$ cat src/common/ucs_pkg.sv
// Constants for the serial configuration-high and status block.
// Assumes a 40 MHz system clock and an Avalon-MM slave with waitrequest.
//
// Function
// - Sleep-run set keeps the baud clock running in sleep, clear stops it.
// - Clock-request status reads one while active; config writes then ignored.
// - Fractional select picks fractional baud; else legacy divide by 4 or 16.
// - Baud source 10 is full oscillator, 00 half; 01 and 11 reserved.
// - Half duplex drives transmit pin only while sending; full duplex while unit and transmit enabled.
// - Overflow with run-on set keeps shifter synced, no overwrite; else stops.
// - Receive invert set inverts the input so it idles low.
// - Stop field: 00 one, 01 one and half, 10 two, 11 send two check one.
// - Checksum kind picks enhanced LIN or word sum; clear picks legacy or none.
// - Transmit invert set inverts the output so the line idles low.
// - Handshake field acts only in basic async codes; 10 hw, 01 xon, 00 off.
// - Eight enable bits gate their conditions onto the interrupt request.
// - Shifter-empty flag resets to one and reads one when shifter empties.
// - Parity/address flag shows parity error or address receipt by mode.
// - Auto-baud rollover sets a sticky flag software must clear.
// - Checksum mismatch sets a sticky flag software must clear.
// - Framing flag is the inverted stop bit of the topmost buffered character.
// - Break received sets a flag held until software clears it.
// - Receive buffer overflow sets a sticky flag software must clear.
// - Transmit/receive word mismatch sets a collision flag software clears.
// - Protocol codes: 0100 address, 0011 even, 0010 odd, 1011/1100 LIN.
// - Stop timing set places receive event at last stop end, else middle.
package ucs_pkg;
   localparam logic [1:0] ADDR_CONFIG_HIGH = 2'h0;
   localparam logic [1:0] ADDR_STATUS = 2'h1;
   localparam logic [1:0] ADDR_STOP_TIMING = 2'h2;
   localparam logic [15:0] CONFIG_RESET = 16'h0000;
   localparam logic [7:0] ENABLE_RESET = 8'h00;
   localparam int BIT_SLEEP_RUN = 15;
   localparam int BIT_ACTIVE = 14;
   localparam int BIT_FRAC = 11;
   localparam int BIT_HALF_DUPLEX = 8;
   localparam int BIT_RUN_OVF = 7;
   localparam int BIT_RX_INV = 6;
   localparam int BIT_CHECKSUM = 3;
   localparam int BIT_TX_INV = 2;
   localparam logic [15:0] CONFIG_WR_MASK = 16'h8fff;
   localparam logic [1:0] SRC_FULL = 2'h2;
   localparam logic [1:0] SRC_HALF = 2'h0;
   localparam logic [3:0] PROTO_ADDR = 4'h4;
   localparam logic [3:0] PROTO_EVEN = 4'h3;
   localparam logic [3:0] PROTO_ODD = 4'h2;
   localparam logic [3:0] PROTO_LIN_SLAVE = 4'hb;
   localparam logic [3:0] PROTO_LIN_MASTER = 4'hc;
   localparam logic [1:0] FLOW_OFF = 2'h0;
   localparam logic [1:0] FLOW_XON = 2'h1;
   localparam logic [1:0] FLOW_HW = 2'h2;
   localparam logic [1:0] STOP_ONE = 2'h0;
   localparam logic [1:0] STOP_ONE_HALF = 2'h1;
   localparam logic [1:0] STOP_TWO = 2'h2;
   localparam logic [1:0] STOP_TWO_ONE = 2'h3;
   localparam logic [4:0] LEGACY_DIV_FAST = 5'h04;
   localparam logic [4:0] LEGACY_DIV_SLOW = 5'h10;
   typedef enum logic [1:0]
   {
      UCS_BUS_IDLE = 2'b00,
      UCS_BUS_ACK = 2'b01
   } ucs_bus_t;
endpackage : ucs_pkg

$ cat src/rtl/ucs_top.sv
// Configuration-high and status register block of a serial transceiver.
// Assumes the shifters and buffers elsewhere report events as one-cycle
// pulses and levels; the mode code and enables arrive as plain inputs.
`timescale 1ns/10ps
module ucs_top
   import ucs_pkg::*;
(
   input wire logic clock,                // 40 MHz system clock
   input wire logic resetn,               // Asynchronous reset, active low
   input wire logic [1:0] avs_address,    // Word address
   input wire logic avs_read,             // Read request
   input wire logic avs_write,            // Write request
   input wire logic [31:0] avs_writedata, // Write data
   input wire logic [3:0] avs_byteenable, // Byte lanes
   output logic [31:0] avs_readdata,      // Read data
   output logic avs_waitrequest,          // Stall until answer
   input wire logic [3:0] protocol_select, // Mode code
   input wire logic module_enable,        // Unit enable
   input wire logic transmit_enable,      // Transmit enable
   input wire logic high_speed_baud,      // Legacy divide by 4
   input wire logic sleep_mode,           // Device in sleep
   input wire logic osc_tick,             // Oscillator clock enable pulse
   input wire logic clock_request,        // Unit clock request
   input wire logic tx_busy,              // Frame being sent
   input wire logic tx_serial,            // Shifter output, true polarity
   input wire logic rx_pin,               // Receive pin level
   input wire logic shifter_done_end,     // Shifter empty at last stop end
   input wire logic shifter_done_mid,     // Shifter empty mid first stop
   input wire logic shifter_load,         // Shifter loaded with a word
   input wire logic parity_err_evt,       // Parity error seen
   input wire logic address_evt,          // Address word seen
   input wire logic autobaud_roll_evt,    // Divider rolled during auto-baud
   input wire logic checksum_err_evt,     // Checksum mismatch
   input wire logic top_stop_bit,         // Stop bit of topmost buffered word
   input wire logic break_evt,            // Break received
   input wire logic rx_word_evt,          // Word complete at shifter
   input wire logic rx_buffer_full,       // Receive buffer full
   input wire logic tx_echo_mismatch,     // Sent word differs from echo
   output logic rx_data_in,               // Receive line, polarity fixed
   output logic transmit_pin_out,         // Transmit pin level
   output logic transmit_pin_oe_n,        // Transmit pin enable, low drives
   output logic baud_tick,                // Baud clock enable pulse
   output logic rx_store,                 // Move shifter word to buffer
   output logic rx_shift_run,             // Receive shifter may run
   output logic frac_baud,                // Fractional generation on
   output logic [4:0] legacy_div,         // Legacy divide ratio
   output logic [1:0] stop_tx_sel,        // Stop bits to send
   output logic [1:0] stop_rx_sel,        // Stop bits to check
   output logic [1:0] checksum_mode,      // 0 none,1 legacy LIN,2 enh,3 sum
   output logic [1:0] flow_mode,          // Effective handshake mode
   output logic stop_at_end,              // Receive event at last stop end
   output logic irq_request               // Enabled condition pending
);

   //------------------------------------------------------------------
   // Registers
   //------------------------------------------------------------------
   logic [15:0] config_reg;
   logic [7:0] enable_reg;
   logic stop_timing_reg;
   logic shifter_empty_reg;
   logic parity_reg;
   logic autobaud_reg;
   logic checksum_reg;
   logic break_reg;
   logic overflow_reg;
   logic collision_reg;
   logic overflow_hold_reg;
   logic half_div_reg;
   ucs_bus_t bus_reg;
   logic [7:0] status_low;
   logic wr_lo;
   logic wr_hi;
   logic wr_status;
   logic is_lin;
   logic is_parity;
   logic overflow_evt;
   logic src_tick;

   assign is_lin = (protocol_select == PROTO_LIN_SLAVE) ||
                   (protocol_select == PROTO_LIN_MASTER);
   assign is_parity = (protocol_select == PROTO_EVEN) ||
                      (protocol_select == PROTO_ODD);
   assign wr_status = (bus_reg == UCS_BUS_IDLE) && avs_write &&
                      (avs_address == ADDR_STATUS);
   // Config writes are ignored while the unit requests its clock
   assign wr_lo = (bus_reg == UCS_BUS_IDLE) && avs_write &&
                  (avs_address == ADDR_CONFIG_HIGH) &&
                  avs_byteenable[0] && !clock_request;
   assign wr_hi = (bus_reg == UCS_BUS_IDLE) && avs_write &&
                  (avs_address == ADDR_CONFIG_HIGH) &&
                  avs_byteenable[1] && !clock_request;
   assign overflow_evt = rx_word_evt && rx_buffer_full;
   assign status_low = {shifter_empty_reg, parity_reg, autobaud_reg,
                        checksum_reg, !top_stop_bit, break_reg,
                        overflow_reg, collision_reg};

   //------------------------------------------------------------------
   // Bus slave: one wait cycle, answer on the second
   //------------------------------------------------------------------
   always_ff @(posedge clock or negedge resetn)
      if (!resetn)
         bus_reg <= UCS_BUS_IDLE;
      else
         case (bus_reg)
            UCS_BUS_IDLE: if (avs_read || avs_write) bus_reg <= UCS_BUS_ACK;
            UCS_BUS_ACK: bus_reg <= UCS_BUS_IDLE;
            default: bus_reg <= UCS_BUS_IDLE;
         endcase

   always_ff @(posedge clock or negedge resetn)
      if (!resetn)
         avs_waitrequest <= 1'b1;
      else
         avs_waitrequest <= !((bus_reg == UCS_BUS_IDLE) &&
                              (avs_read || avs_write));

   always_ff @(posedge clock or negedge resetn)
      if (!resetn)
         avs_readdata <= 32'h0;
      else if (bus_reg == UCS_BUS_IDLE && avs_read)
         case (avs_address)
            ADDR_CONFIG_HIGH:
               avs_readdata <= {16'h0, config_reg[15], clock_request,
                                config_reg[13:0]};
            ADDR_STATUS: avs_readdata <= {16'h0, enable_reg, status_low};
            ADDR_STOP_TIMING: avs_readdata <= {31'h0, stop_timing_reg};
            default: avs_readdata <= 32'h0;
         endcase

   //------------------------------------------------------------------
   // Configuration and enables
   //------------------------------------------------------------------
   always_ff @(posedge clock or negedge resetn)
      if (!resetn)
         config_reg <= CONFIG_RESET;
      else
      begin
         if (wr_lo)
            config_reg[7:0] <= avs_writedata[7:0];
         if (wr_hi)
            config_reg[15:8] <= avs_writedata[15:8] & CONFIG_WR_MASK[15:8];
      end

   always_ff @(posedge clock or negedge resetn)
      if (!resetn)
         enable_reg <= ENABLE_RESET;
      else if (wr_status && avs_byteenable[1])
         enable_reg <= avs_writedata[15:8];

   always_ff @(posedge clock or negedge resetn)
      if (!resetn)
         stop_timing_reg <= 1'b0;
      else if ((bus_reg == UCS_BUS_IDLE) && avs_write &&
               (avs_address == ADDR_STOP_TIMING) && avs_byteenable[0])
         stop_timing_reg <= avs_writedata[0];

   //------------------------------------------------------------------
   // Sticky flags: set wins over a written zero, ones ignored
   //------------------------------------------------------------------
   function automatic logic sticky(input logic cur, input logic evt,
                                   input logic wbit, input logic wen);
      sticky = evt || (cur && !(wen && !wbit));
   endfunction : sticky

   always_ff @(posedge clock or negedge resetn)
      if (!resetn)
      begin
         autobaud_reg <= 1'b0;
         checksum_reg <= 1'b0;
         break_reg <= 1'b0;
         overflow_reg <= 1'b0;
         collision_reg <= 1'b0;
      end
      else
      begin
         autobaud_reg <= sticky(autobaud_reg, autobaud_roll_evt,
                                avs_writedata[5],
                                wr_status && avs_byteenable[0]);
         checksum_reg <= sticky(checksum_reg, checksum_err_evt,
                                avs_writedata[4],
                                wr_status && avs_byteenable[0]);
         break_reg <= sticky(break_reg, break_evt, avs_writedata[2],
                             wr_status && avs_byteenable[0]);
         overflow_reg <= sticky(overflow_reg, overflow_evt,
                                avs_writedata[1],
                                wr_status && avs_byteenable[0]);
         collision_reg <= sticky(collision_reg, tx_echo_mismatch,
                                 avs_writedata[0],
                                 wr_status && avs_byteenable[0]);
      end

   // Parity or address status, meaningful only in those modes
   always_ff @(posedge clock or negedge resetn)
      if (!resetn)
         parity_reg <= 1'b0;
      else if (is_lin || is_parity)
         parity_reg <= sticky(parity_reg, parity_err_evt, avs_writedata[6],
                              wr_status && avs_byteenable[0]);
      else if (protocol_select == PROTO_ADDR)
         parity_reg <= sticky(parity_reg, address_evt, avs_writedata[6],
                              wr_status && avs_byteenable[0]);
      else
         parity_reg <= 1'b0;

   // Shifter empty: load clears, end event per stop timing sets
   always_ff @(posedge clock or negedge resetn)
      if (!resetn)
         shifter_empty_reg <= 1'b1;
      else if (shifter_load)
         shifter_empty_reg <= 1'b0;
      else if (stop_timing_reg ? shifter_done_end : shifter_done_mid)
         shifter_empty_reg <= 1'b1;

   always_ff @(posedge clock or negedge resetn)
      if (!resetn)
         irq_request <= 1'b0;
      else
         irq_request <= |(enable_reg & status_low);

   //------------------------------------------------------------------
   // Receive overflow handling
   //------------------------------------------------------------------
   always_ff @(posedge clock or negedge resetn)
      if (!resetn)
         overflow_hold_reg <= 1'b0;
      else if (overflow_evt && !config_reg[BIT_RUN_OVF])
         overflow_hold_reg <= 1'b1;
      else if (!overflow_reg)
         overflow_hold_reg <= 1'b0;

   always_ff @(posedge clock or negedge resetn)
      if (!resetn)
      begin
         rx_store <= 1'b0;
         rx_shift_run <= 1'b1;
      end
      else
      begin
         rx_store <= rx_word_evt && !rx_buffer_full;
         rx_shift_run <= !overflow_hold_reg && !(overflow_evt &&
                         !config_reg[BIT_RUN_OVF]);
      end

   //------------------------------------------------------------------
   // Baud clock source and sleep gating
   //------------------------------------------------------------------
   always_ff @(posedge clock or negedge resetn)
      if (!resetn)
         half_div_reg <= 1'b0;
      else if (osc_tick)
         half_div_reg <= !half_div_reg;

   assign src_tick = (config_reg[10:9] == SRC_FULL) ? osc_tick :
                     (config_reg[10:9] == SRC_HALF) ?
                     (osc_tick && half_div_reg) : 1'b0;

   always_ff @(posedge clock or negedge resetn)
      if (!resetn)
         baud_tick <= 1'b0;
      else
         baud_tick <= src_tick && (!sleep_mode ||
                                   config_reg[BIT_SLEEP_RUN]);

   //------------------------------------------------------------------
   // Line polarity, pin drive and mode decode
   //------------------------------------------------------------------
   always_ff @(posedge clock or negedge resetn)
      if (!resetn)
      begin
         rx_data_in <= 1'b1;
         transmit_pin_out <= 1'b1;
         transmit_pin_oe_n <= 1'b1;
      end
      else
      begin
         rx_data_in <= rx_pin ^ config_reg[BIT_RX_INV];
         transmit_pin_out <= tx_serial ^ config_reg[BIT_TX_INV];
         transmit_pin_oe_n <= config_reg[BIT_HALF_DUPLEX] ? !tx_busy :
                              !(module_enable && transmit_enable);
      end

   always_ff @(posedge clock or negedge resetn)
      if (!resetn)
      begin
         frac_baud <= 1'b0;
         legacy_div <= LEGACY_DIV_SLOW;
         stop_tx_sel <= STOP_ONE;
         stop_rx_sel <= STOP_ONE;
         checksum_mode <= 2'h0;
         flow_mode <= FLOW_OFF;
         stop_at_end <= 1'b0;
      end
      else
      begin
         frac_baud <= config_reg[BIT_FRAC];
         legacy_div <= high_speed_baud ? LEGACY_DIV_FAST :
                       LEGACY_DIV_SLOW;
         stop_tx_sel <= (config_reg[5:4] == STOP_TWO_ONE) ? STOP_TWO :
                        config_reg[5:4];
         stop_rx_sel <= (config_reg[5:4] == STOP_TWO_ONE) ? STOP_ONE :
                        config_reg[5:4];
         checksum_mode <= is_lin ? {config_reg[BIT_CHECKSUM],
                                    !config_reg[BIT_CHECKSUM]} :
                          {2{config_reg[BIT_CHECKSUM]}};
         flow_mode <= (!protocol_select[3] &&
                       (config_reg[1:0] == FLOW_HW ||
                        config_reg[1:0] == FLOW_XON)) ?
                      config_reg[1:0] : FLOW_OFF;
         stop_at_end <= stop_timing_reg;
      end

   //------------------------------------------------------------------
   // Checks
   //------------------------------------------------------------------
   sticky_hold_a: assert property (@(posedge clock) disable iff (!resetn)
      break_reg && !(wr_status && avs_byteenable[0]) |=> break_reg)
      else $error("break flag dropped without a clear");
   set_wins_a: assert property (@(posedge clock) disable iff (!resetn)
      collision_reg == 1'b0 && tx_echo_mismatch |=> collision_reg)
      else $error("collision event lost");
   ovf_set_a: assert property (@(posedge clock) disable iff (!resetn)
      rx_word_evt && rx_buffer_full |=> overflow_reg)
      else $error("overflow not flagged");
   no_store_a: assert property (@(posedge clock) disable iff (!resetn)
      rx_word_evt && rx_buffer_full |=> !rx_store)
      else $error("full buffer overwritten");
   cfg_lock_a: assert property (@(posedge clock) disable iff (!resetn)
      clock_request |=> $stable(config_reg))
      else $error("config changed while active");
   sleep_gate_a: assert property (@(posedge clock) disable iff (!resetn)
      sleep_mode && !config_reg[BIT_SLEEP_RUN] |=> !baud_tick)
      else $error("baud tick in sleep");
   full_duplex_a: assert property (@(posedge clock) disable iff (!resetn)
      !config_reg[BIT_HALF_DUPLEX] && module_enable && transmit_enable
      |=> !transmit_pin_oe_n)
      else $error("pin not driven in full duplex");
   rx_invert_a: assert property (@(posedge clock) disable iff (!resetn)
      1'b1 |=> rx_data_in == ($past(rx_pin) ^ $past(config_reg[BIT_RX_INV])))
      else $error("receive polarity wrong");
   irq_gate_a: assert property (@(posedge clock) disable iff (!resetn)
      enable_reg == 8'h00 |=> !irq_request)
      else $error("interrupt raised while masked");
   stop_map_a: assert property (@(posedge clock) disable iff (!resetn)
      config_reg[5:4] == STOP_TWO_ONE |=>
      stop_tx_sel == STOP_TWO && stop_rx_sel == STOP_ONE)
      else $error("stop field decode wrong");

endmodule : ucs_top

$ cat config.mk
export PLATFORM = sky130hd
export DESIGN_NAME = ucs_top
export DESIGN_NICKNAME = d
export VERILOG_FILES = /design/src/common/ucs_pkg.sv /design/src/rtl/ucs_top.sv
export SDC_FILE = /design/constraint.sdc
export NUM_CORES = 1
export LEC_CHECK = 0
export BUFFER_PORTS_ARGS = -buffer_cell sky130_fd_sc_hd__buf_2
export CORE_ASPECT_RATIO = 0.6
export CORE_MARGIN = 5
export CORE_UTILIZATION = 34
export DETAILED_ROUTE_END_ITERATION = 10
export PLACE_DENSITY = 0.58
export SLEW_MARGIN = 20
export SYNTH_ARGS = -nofsm -noshare
export SYNTH_HDL_FRONTEND = slang
export SYNTH_SLANG_ARGS = --single-unit
$ cat constraint.sdc
create_clock -name clock -period 4.9 [get_ports clock]
set_input_delay 0.98 -clock clock [delete_from_list [all_inputs] [get_ports clock]]
set_output_delay 0.98 -clock clock [all_outputs]
set_load 0.02 [all_outputs]
==> metrics.md, run 1 <==
| Metric | Value |
|---|---|
| Post-route cell area | 3700 um2 |
| Final-report max-slew violation count | 0 |
| Vias in the first global route | 1964 |
| CP endpoint | enable_reg[6]$_DFFE_PN0P_ |
| Vias | 1944 |
| Layout cell share with drive strength beyond 1 | 41.4% |
| # diodes | 0 |
| CP required | 5.11 ns |
| Die area | 10500 um2 |
| Final core utilization | 43.9% |
| Arrival time at the worst endpoint | 2.67 ns |
| Peak VDD IR | 0.000225 V |
| Total Routing Usage GR | 13.8% |
| Clk root buf | clkbuf_16 |
| Critical path's top delay family | simple AND/OR/NAND/NOR gates |
| Core box area | 8430 um2 |
| Top cell type's share of synthesized area | 51.7% |
| Tcrit/Tclk final | 50.1% |
| Seq/Total Area, Yosys | 58.1% |
| Post-CTS Resized | 0 |
| Max incr delay on CP | 0.49 ns |
| Gpl congestion | 0.747 |
| Worst-path cell chain | buf_2 -> nand2b_1 -> nor2_2 -> mux2_2 |
| Post-route setup slack | 2.45 ns |
| Crit Path Category | in -> reg |
| CTS tree | yes |
| Initial Util | 34.5% |
| Dominant cell by count in the synthesized netlist | dfrtp_1 |
| Hold Crit Start | overflow_hold_reg$_DFFE_PN0P_ |
| CP max stage cell | nor2_2 |
| Nets@finish | 382 |
| DRT Pass-1 Iters | 4 |
| CP max FO | 19 |
| R2r setup slk | 3.01 ns |
| Gr ovfl total | 0 |
| H-Tree Level Count | 3 |
| Setup Slack @ Placement | 2.06 ns |
| CP Depth | 4 |
| Relative slew margins | 43.9% |
| Clk buf depth | 2 |
| Setup crit end kind | register |
| IO Count | 122 |
| Placed Area | 3350 um2 |
| Setup crit start kind | input pin |
| Reg-to-reg critical path startpoint | bus_reg[0]$_DFFE_PN0P_ |
| Drt drc | 0 |
| DP HPWL | 5050 um |
| Seq cells post-synth | 67 |
| Largest net degree at the start of global routing | 38 |
| Hold depth | 1 |
| Vias/cell | 4.51 |
| Max_cap viols | 0 |
| Worst reg2reg endpoint | avs_readdata[11]$_DFFE_PN0P_ |
| Post-route insts no fill | 431 |
| Share of synthesized registers carrying an async set or reset | 100% |
| Max reg flops | 16 |
| GR peak layer | met1 |
| EDFF count, synth | 0 |
| R2r worst-path depth | 3 |
| Antenna violation net count after detailed routing | 0 |
| Final WL | 6780 um |
| Top post-synthesis cells by count | dfrtp_1, buf_4, nand2_1 |
| Crit path launch | avs_address[0] |
| Status | finished, final reports clean |
| CTS buffer count | 9 |
| Clk_lat worst skew | 0.33 ns |
| Chip Width | 129 um |
| Setup violators final | 0 |
| Skew final | 0.00503 ns |
| WP buf/inv | 1 |
| Yosys warning count | 0 |
| Tmin final | 2.45 ns |
| Leakage dissipation | 0.00186 uW |
| PortBufs | 84 |
| Met1 Use GR | 19.6% |
| Setup TNS Final | 0 ns |
| Worst Hold Class | reg -> reg |
| Synth Flop Type | dfrtp_1 |
| Routed len/inst | 15.7 um |
| Synth Instances | 230 |
| Syn avg cell area | 12.6 um2 |
| Area Growth Syn to Fin | 27.4% |
| Met2 usage | 18.2% |
| Post-synth cell types | 38 |
| Cell Area, Synth | 2900 um2 |
| Iteration-0 DRC Markers | 74 |
| FMAX | 0.407 GHz |
| Global-route wire length before repair | 10800 um |
| Antenna violations before repair | 0 |
| RSZ-0062 raised after global routing | no |
| Worst-path clk slew | 0.05 ns |
| Row cnt | 26 |
| Synth area leader | dfrtp_1 |
| Final Hold Fails | 0 |
| Met3 Use GR | 5.85% |
| Chip height | 81.6 um |
| Post-Place Cells | 416 |
| Pwr Density | 491 nW/um2 |
| # clock sinks | 67 |
| Hold-fix buffers, CTS | 0 |
| Largest cells by area after synthesis | dfrtp_1, mux2_4, dfstp_2 |
| Setup bufs post-CTS | 0 |
| Measured slew at the worst slew-check pin | 0.841 ns |
area by class of cell:
cell class,count,area [um2]
timing repair buffer,85,428
tap,112,140
inverter,6,22.5
clock buffer,11,253
sequential,67,1690
multi-input combinational,146,1070
fill,828,4730
clock inverter,4,97.6
where the power goes:
group          switching, uW  internal (uW)  leakage, uW
Sequential              70.9            669     0.000813
Combinational            183            147     0.000879
Clock                    225            521     0.000168
placed cells by master, fill, tap and decap left out, types with 3 or more instances in the layout:
| master | instances |
|---|---|
| buf_2 | 84 |
| dfrtp_1 | 60 |
| conb_1 | 19 |
| nand2_1 | 16 |
| o21ai_0 | 14 |
| mux2i_1 | 14 |
| mux2_4 | 13 |
| mux2_2 | 10 |
| clkbuf_16 | 9 |
| nor2_1 | 7 |
| nand2b_1 | 7 |
| dfstp_2 | 7 |
| inv_1 | 6 |
| nor3b_1 | 5 |
| a22oi_1 | 5 |
| o31ai_1 | 5 |
| nor2b_1 | 4 |
| xor2_1 | 3 |
| nand3b_1 | 3 |
| bufinv_16 | 3 |
worst min-delay path by stage:
stage,to,slack [ns]
3_5_place_dp,rx_shift_run$_DFF_PN1_,0.39
6_report,rx_shift_run$_DFF_PN1_,0.39
5_1_grt,rx_shift_run$_DFF_PN1_,0.44
3_3_place_gp,rx_shift_run$_DFF_PN1_,0.39
2_1_floorplan,rx_shift_run$_DFF_PN1_,0.37
4_1_cts,rx_shift_run$_DFF_PN1_,0.40
per-stage QoR:
| step | hold slack, ns | total power (uW) |
|---|---|---|
| 6_report | 0.391 | 1820 |
| 5_1_grt | 0.437 | 1910 |
| 4_1_cts | 0.397 | 1840 |
| 3_5_place_dp | 0.386 | 1090 |
| 3_3_place_gp | 0.387 | 1080 |
| 2_1_floorplan | 0.369 | 968 |
metal layers:
layer | vias to the layer above | share of wire [%]
met5 | - | 0
met4 | 0 | 1.6
met3 | 10 | 8.6
met2 | 68 | 41
met1 | 940 | 49
li1 | 926 | -
logic make-up (layout without fill, tap and decap cells):
kind of cell	after synthesis	in the layout	synth area share [%]
DFF	67	67	58.1
and+or+nand+nor	52	52	10.3
AOI/OAI and AO/OA	34	34	7.46
xor gates and xnor gates	4	4	1.21
muxes	37	37	15.4
buffers and inverters	35	106	7.37
other	1	19	0.129
No activity file was read; power rests on OpenSTA's default activity.
==> run 2: changes to the inputs <==
--- a/config.mk
+++ b/config.mk
@@ -10,7 +10,7 @@
 export CORE_MARGIN = 5
 export CORE_UTILIZATION = 34
 export DETAILED_ROUTE_END_ITERATION = 10
-export PLACE_DENSITY = 0.58
+export PLACE_DENSITY = 0.6
 export SLEW_MARGIN = 20
 export SYNTH_ARGS = -nofsm -noshare
 export SYNTH_HDL_FRONTEND = slang
==> constraint.sdc (replaced) <==
create_clock -name clock -period 2 [get_ports clock]
set_input_delay 0.4 -clock clock [delete_from_list [all_inputs] [get_ports clock]]
set_output_delay 0.4 -clock clock [all_outputs]
set_load 0.02 [all_outputs]
==> run 2 against run 1 <==
  * Clock-buffer cell count unchanged
  * Cell area decreased by 0.47%
  * Routed wire length increased by 0.30%
  * Sequential power increased by 150%
  * Global-route usage about the same
  * Register-to-register slack got worse by 2.7 ns
  * Highest routed layer unchanged
  * Largest cell class unchanged
==> metrics.md, run 2 (synthesis results as in run 1) <==
| Metric | Value |
|---|---|
| Measured slew at the worst slew-check pin | 0.553 ns (-0.289 ns) |
| Setup bufs post-CTS | 0 (unchanged) |
| Chip height | 81.6 um (unchanged) |
| Setup TNS Final | 0 ns (unchanged) |
| CTS tree | yes |
| # diodes | 0 (unchanged) |
| Clk_lat worst skew | 0.33 ns (about the same) |
| Clk buf depth | 2 (unchanged) |
| Vias | 1960 (+0.82%) |
| Arrival time at the worst endpoint | 1.94 ns (-0.73 ns) |
| Commonest non-fill, non-tap cell in the layout | buf_2 |
| Gr ovfl total | 0 (unchanged) |
| Final WL | 6800 um (+0.30%) |
| Row cnt | 26 (unchanged) |
| DP HPWL | 5260 um (+4.2%) |
| Pwr Density | 1130 nW/um2 (+130%) |
| Peak VDD IR | 0.000454 V (+100%) |
| GR peak layer | met1 |
| Final-report max-slew violation count | 0 (unchanged) |
| Most frequent cells in the layout | buf_2, dfrtp_1, conb_1, nand2_1 |
| Antenna violation net count after detailed routing | 0 (unchanged) |
| R2r setup slk | 0.27 ns (-2.74 ns) |
| Tcrit/Tclk final | 86.5% |
| Hold WS | 0.0835 ns (-0.307 ns) |
| Leakage dissipation | 0.00186 uW (-0.25%) |
| Chip Width | 129 um (unchanged) |
| Skew final | 0.00700 ns (+0.00197 ns) |
| Routed len/inst | 15.5 um (-1.3%) |
| Initial Util | 34.5% (unchanged) |
| Area Growth Syn to Fin | 26.8% |
| Vias in the first global route | 1996 (+1.6%) |
| Antenna violations before repair | 0 (unchanged) |
| Tmin final | 1.73 ns |
| PortBufs | 84 (unchanged) |
| Met3 Use GR | 6.89% (+1.0 points) |
| Max reg flops | 16 (unchanged) |
| Post-CTS Resized | 0 (unchanged) |
| Worst Hold Class | in -> async |
| Final Hold Fails | 0 (unchanged) |
| Critical path's top delay family | simple AND/OR/NAND/NOR gates |
| Reg-to-reg critical path startpoint | bus_reg[0]$_DFFE_PN0P_ |
| Met1 Use GR | 19.2% (-0.43 points) |
| WP buf/inv | 0 (-1) |
| Hold-fix buffers, CTS | 0 (unchanged) |
| Crit Path Category | reg -> reg |
| IO Count | 122 (unchanged) |
| Total Routing Usage GR | 13.8% (+0.028 points) |
| Iteration-0 DRC Markers | 122 (+65%) |
| Vias/cell | 4.47 (-0.79%) |
| Clk root buf | clkbuf_16 |
| Setup crit end kind | register |
| Met2 usage | 18.0% (-0.15 points) |
| Worst reg2reg endpoint | config_reg[8]$_DFFE_PN0P_ |
| R2r worst-path depth | 3 (unchanged) |
| Nets@finish | 388 (+1.6%) |
| Layout cell share with drive strength beyond 1 | 42.0% (+0.65 points) |
| CP max stage cell | or4_1 |
| Setup crit start kind | register |
| Largest net degree at the start of global routing | 43 (+13%) |
| Setup violators final | 0 (unchanged) |
| # clock sinks | 67 (unchanged) |
| CP required | 2.21 ns (-2.90 ns) |
| Worst-path cell chain | nand3b_1 -> or4_1 -> mux2_4 |
| FMAX | 0.578 GHz |
| Status | finished, final reports clean |
| DRT Pass-1 Iters | 4 (unchanged) |
| Die area | 10500 um2 (unchanged) |
| Drt drc | 0 (unchanged) |
| Max_cap viols | 0 (unchanged) |
| Relative slew margins | 63.2% (+19 points) |
| Worst-path clk slew | 0.06 ns (about the same) |
| Gpl congestion | 0.735 (-1.6%) |
| Core box area | 8430 um2 (unchanged) |
| Global-route wire length before repair | 10700 um (-0.33%) |
| Max incr delay on CP | 0.64 ns (+0.15 ns) |
| CTS buffer count | 9 (unchanged) |
| H-Tree Level Count | 3 (unchanged) |
| CP max FO | 5 (-14) |
| RSZ-0062 raised after global routing | no |
==> run 2: final cells by class <==
cell class | instances | area, um2
multi-input cells | 146 | 1070
flip-flops and latches | 67 | 1690
repair buffers | 91 | 473
fillers | 821 | 4750
clock buffers | 11 | 233
well taps | 112 | 140
inverters | 6 | 22.5
clock inverters | 5 | 55.1
==> run 2: where the power goes <==
part	total, uW	internal (uW)	switching, uW
registers	1820	1640	179
clock network	1520	960	559
logic	821	368	453
==> run 2: worst max path at each step <==
stage / from / endpoint / slack [ns] / cells after the start
2_1_floorplan: avs_address[0] / config_reg[0]$_DFFE_PN0P_ / 0.35 / 4
3_3_place_gp: avs_write / config_reg[10]$_DFFE_PN0P_ / 0.24 / 4
3_5_place_dp: avs_write / config_reg[15]$_DFFE_PN0P_ / 0.21 / 4
4_1_cts: bus_reg[0]$_DFFE_PN0P_ / config_reg[8]$_DFFE_PN0P_ / 0.28 / 3
5_1_grt: bus_reg[0]$_DFFE_PN0P_ / config_reg[11]$_DFFE_PN0P_ / 0.22 / 3
6_report: bus_reg[0]$_DFFE_PN0P_ / config_reg[8]$_DFFE_PN0P_ / 0.27 / 3
==> run 2: per-layer routing <==
metal  up-vias  routed length (um)
li1        935                   -
met1       940                3270
met5         -                   0
met2        76                2750
met3         9                 679
met4         0                 101
==> run 2: worst register-to-register path: cells and delay by family, from the launching register on <==
| kind | cells | cell delay (ns) |
|---|---|---|
| mux | 1 | 0.37 |
| flops | 1 | 0.39 |
| simple gates | 2 | 0.86 |
==> run 2: through the flow <==
step	std cells	power, uW	cell area (um2)	setup slack (ns)	utilization (%)
6_report	438	4160	3680	0.271	43.7
5_1_grt	438	4390	3680	0.215	43.7
4_1_cts	438	4210	3680	0.277	43.7
3_5_place_dp	422	2670	3390	0.214	40.3
3_3_place_gp	422	2650	3390	0.238	40.3
2_1_floorplan	248	2370	2970	0.345	-
==> run 3: changes to the inputs <==
--- a/config.mk
+++ b/config.mk
@@ -5,7 +5,7 @@
 export SDC_FILE = /design/constraint.sdc
 export NUM_CORES = 1
 export LEC_CHECK = 0
-export BUFFER_PORTS_ARGS = -buffer_cell sky130_fd_sc_hd__buf_2
+export BUFFER_PORTS_ARGS = -buffer_cell sky130_fd_sc_hd__clkbuf_2
 export CORE_ASPECT_RATIO = 0.6
 export CORE_MARGIN = 5
 export CORE_UTILIZATION = 34
==> run 3 against run 2 <==
  * Sequential power about the same
  * Worst setup slack worse by 0.0032 ns
  * Die area unchanged
  * Critical path type unchanged
  * Largest power group unchanged
==> metrics.md, run 3 (synthesis results as in run 1) <==
| Metric | Value |
|---|---|
| Chip height | 81.6 um (unchanged) |
| R2r setup slk | 0.27 ns (about the same) |
| Routed len/inst | 15.3 um (-1.5%) |
| Row cnt | 26 (unchanged) |
| Post-CTS Resized | 0 (unchanged) |
| Worst-path clk slew | 0.05 ns (about the same) |
| Pwr Density | 1140 nW/um2 (+0.88%) |
| Setup crit start kind | register |
| Drt drc | 0 (unchanged) |
| Layout cell share with drive strength beyond 1 | 41.8% (-0.18 points) |
| DRT Pass-1 Iters | 4 (unchanged) |
| Setup TNS Final | 0 ns (unchanged) |
| Max reg flops | 16 (unchanged) |
| H-Tree Level Count | 3 (unchanged) |
| Gr ovfl total | 0 (unchanged) |
| DP HPWL | 5080 um (-3.5%) |
| Reg-to-reg critical path startpoint | bus_reg[0]$_DFFE_PN0P_ |
| Most frequent cells in the layout | clkbuf_2, dfrtp_1, conb_1, nand2_1 |
| Leakage dissipation | 0.00187 uW (+0.52%) |
| PortBufs | 84 (unchanged) |
| CP max FO | 5 (unchanged) |
| Area Growth Syn to Fin | 27.6% |
| Commonest non-fill, non-tap cell in the layout | clkbuf_2 |
| Setup bufs post-CTS | 0 (unchanged) |
| Hold-fix buffers, CTS | 0 (unchanged) |
| Total Routing Usage GR | 13.8% (+0.042 points) |
| Tcrit/Tclk final | 86.6% (+0.16 points) |
| # clock sinks | 67 (unchanged) |
| # diodes | 0 (unchanged) |
| Peak VDD IR | 0.000529 V (+17%) |
| Tmin final | 1.73 ns (+0.00324 ns) |
| Clk_lat worst skew | 0.33 ns (about the same) |
| FMAX | 0.577 GHz (-0.19%) |
| Status | finished, final reports clean |
| Die area | 10500 um2 (unchanged) |
| Skew final | 0.00450 ns (-0.00250 ns) |
| Clk buf depth | 2 (unchanged) |
| Antenna violation net count after detailed routing | 0 (unchanged) |
| Setup crit end kind | register |
| Gpl congestion | 0.726 (-1.3%) |
| Vias/cell | 4.57 (+2.2%) |
| Worst Hold Class | in -> async |
| Final WL | 6680 um (-1.7%) |
| Setup violators final | 0 (unchanged) |
| CP required | 2.21 ns (about the same) |
| R2r worst-path depth | 3 (unchanged) |
| Placed Area | 3400 um2 (+0.15%) |
| Vias | 1999 (+2.0%) |
| Measured slew at the worst slew-check pin | 0.540 ns (-0.0128 ns) |
| Nets@finish | 387 (-0.26%) |
| Post-route cell area | 3700 um2 (+0.65%) |
| Iteration-0 DRC Markers | 136 (+11%) |
| RSZ-0062 raised after global routing | no |
| Antenna violations before repair | 0 (unchanged) |
| Global-route wire length before repair | 10600 um (-1.4%) |
| Max_cap viols | 0 (unchanged) |
| Relative slew margins | 64.0% (+0.86 points) |
| Arrival time at the worst endpoint | 1.95 ns (about the same) |
| Largest net degree at the start of global routing | 68 (+58%) |
| CTS buffer count | 9 (unchanged) |
| Worst reg2reg endpoint | config_reg[8]$_DFFE_PN0P_ |
| Chip Width | 129 um (unchanged) |
| IO Count | 122 (unchanged) |
| Initial Util | 34.5% (unchanged) |
| Vias in the first global route | 2010 (+0.70%) |
| Crit path launch | bus_reg[0]$_DFFE_PN0P_ |
| Final-report max-slew violation count | 0 (unchanged) |
| Final Hold Fails | 0 (unchanged) |
| Clk root buf | clkbuf_16 |
| CTS tree | yes |
| Core box area | 8430 um2 (unchanged) |
| Crit Path Category | reg -> reg |
## run 3: area by class of cell
class | instances | area, um2
tap | 112 | 140
sequential | 67 | 1690
inverter | 6 | 22.5
multi-input combinational | 146 | 1070
clock inverter | 3 | 46.3
clock buffer | 13 | 260
timing repair buffer | 90 | 478
fill | 826 | 4720
## run 3: how the worst max path moves through the flow
| stage | to | slack [ns] | cells past startpoint |
|---|---|---|---|
| 2_1_floorplan | config_reg[0]$_DFFE_PN0P_ | 0.35 | 4 |
| 3_3_place_gp | config_reg[10]$_DFFE_PN0P_ | 0.23 | 4 |
| 3_5_place_dp | config_reg[8]$_DFFE_PN0P_ | 0.20 | 4 |
| 4_1_cts | config_reg[8]$_DFFE_PN0P_ | 0.27 | 3 |
| 5_1_grt | config_reg[8]$_DFFE_PN0P_ | 0.22 | 3 |
| 6_report | config_reg[8]$_DFFE_PN0P_ | 0.27 | 3 |
## run 3: metal layers
layer	part of all wire, %	GRT usage [%]	up-vias
li1	-	-	941
met1	48	18.4	977
met2	40	19.0	71
met3	9.9	6.76	10
met4	1.6	5.97	0
met5	0	0	-
## run 3: through the flow
step           setup slack [ns]  utilization [%]  std cells  hold WS (ns)  total power (uW)
4_1_cts                   0.266             44.0        437        0.0850              4300
6_report                  0.267             44.0        437        0.0841              4220
3_5_place_dp              0.200             40.3        421         0.394              2680
3_3_place_gp              0.230             40.3        421         0.385              2650
5_1_grt                   0.218             44.0        437         0.104              4460
2_1_floorplan             0.345                -        248         0.104              2370
## run 3: power by group
| group | total [uW] | internal [uW] | switching (uW) |
|---|---|---|---|
| sequential | 1820 | 1640 | 184 |
| clock | 1580 | 1030 | 550 |
| combinational | 813 | 366 | 447 |
## run 3: worst max-delay path: stages, from the launching register on
cell and delay [ns]:
dfrtp_1 0.39, nand3b_1 0.22, or4_1 0.64, mux2_4 0.37
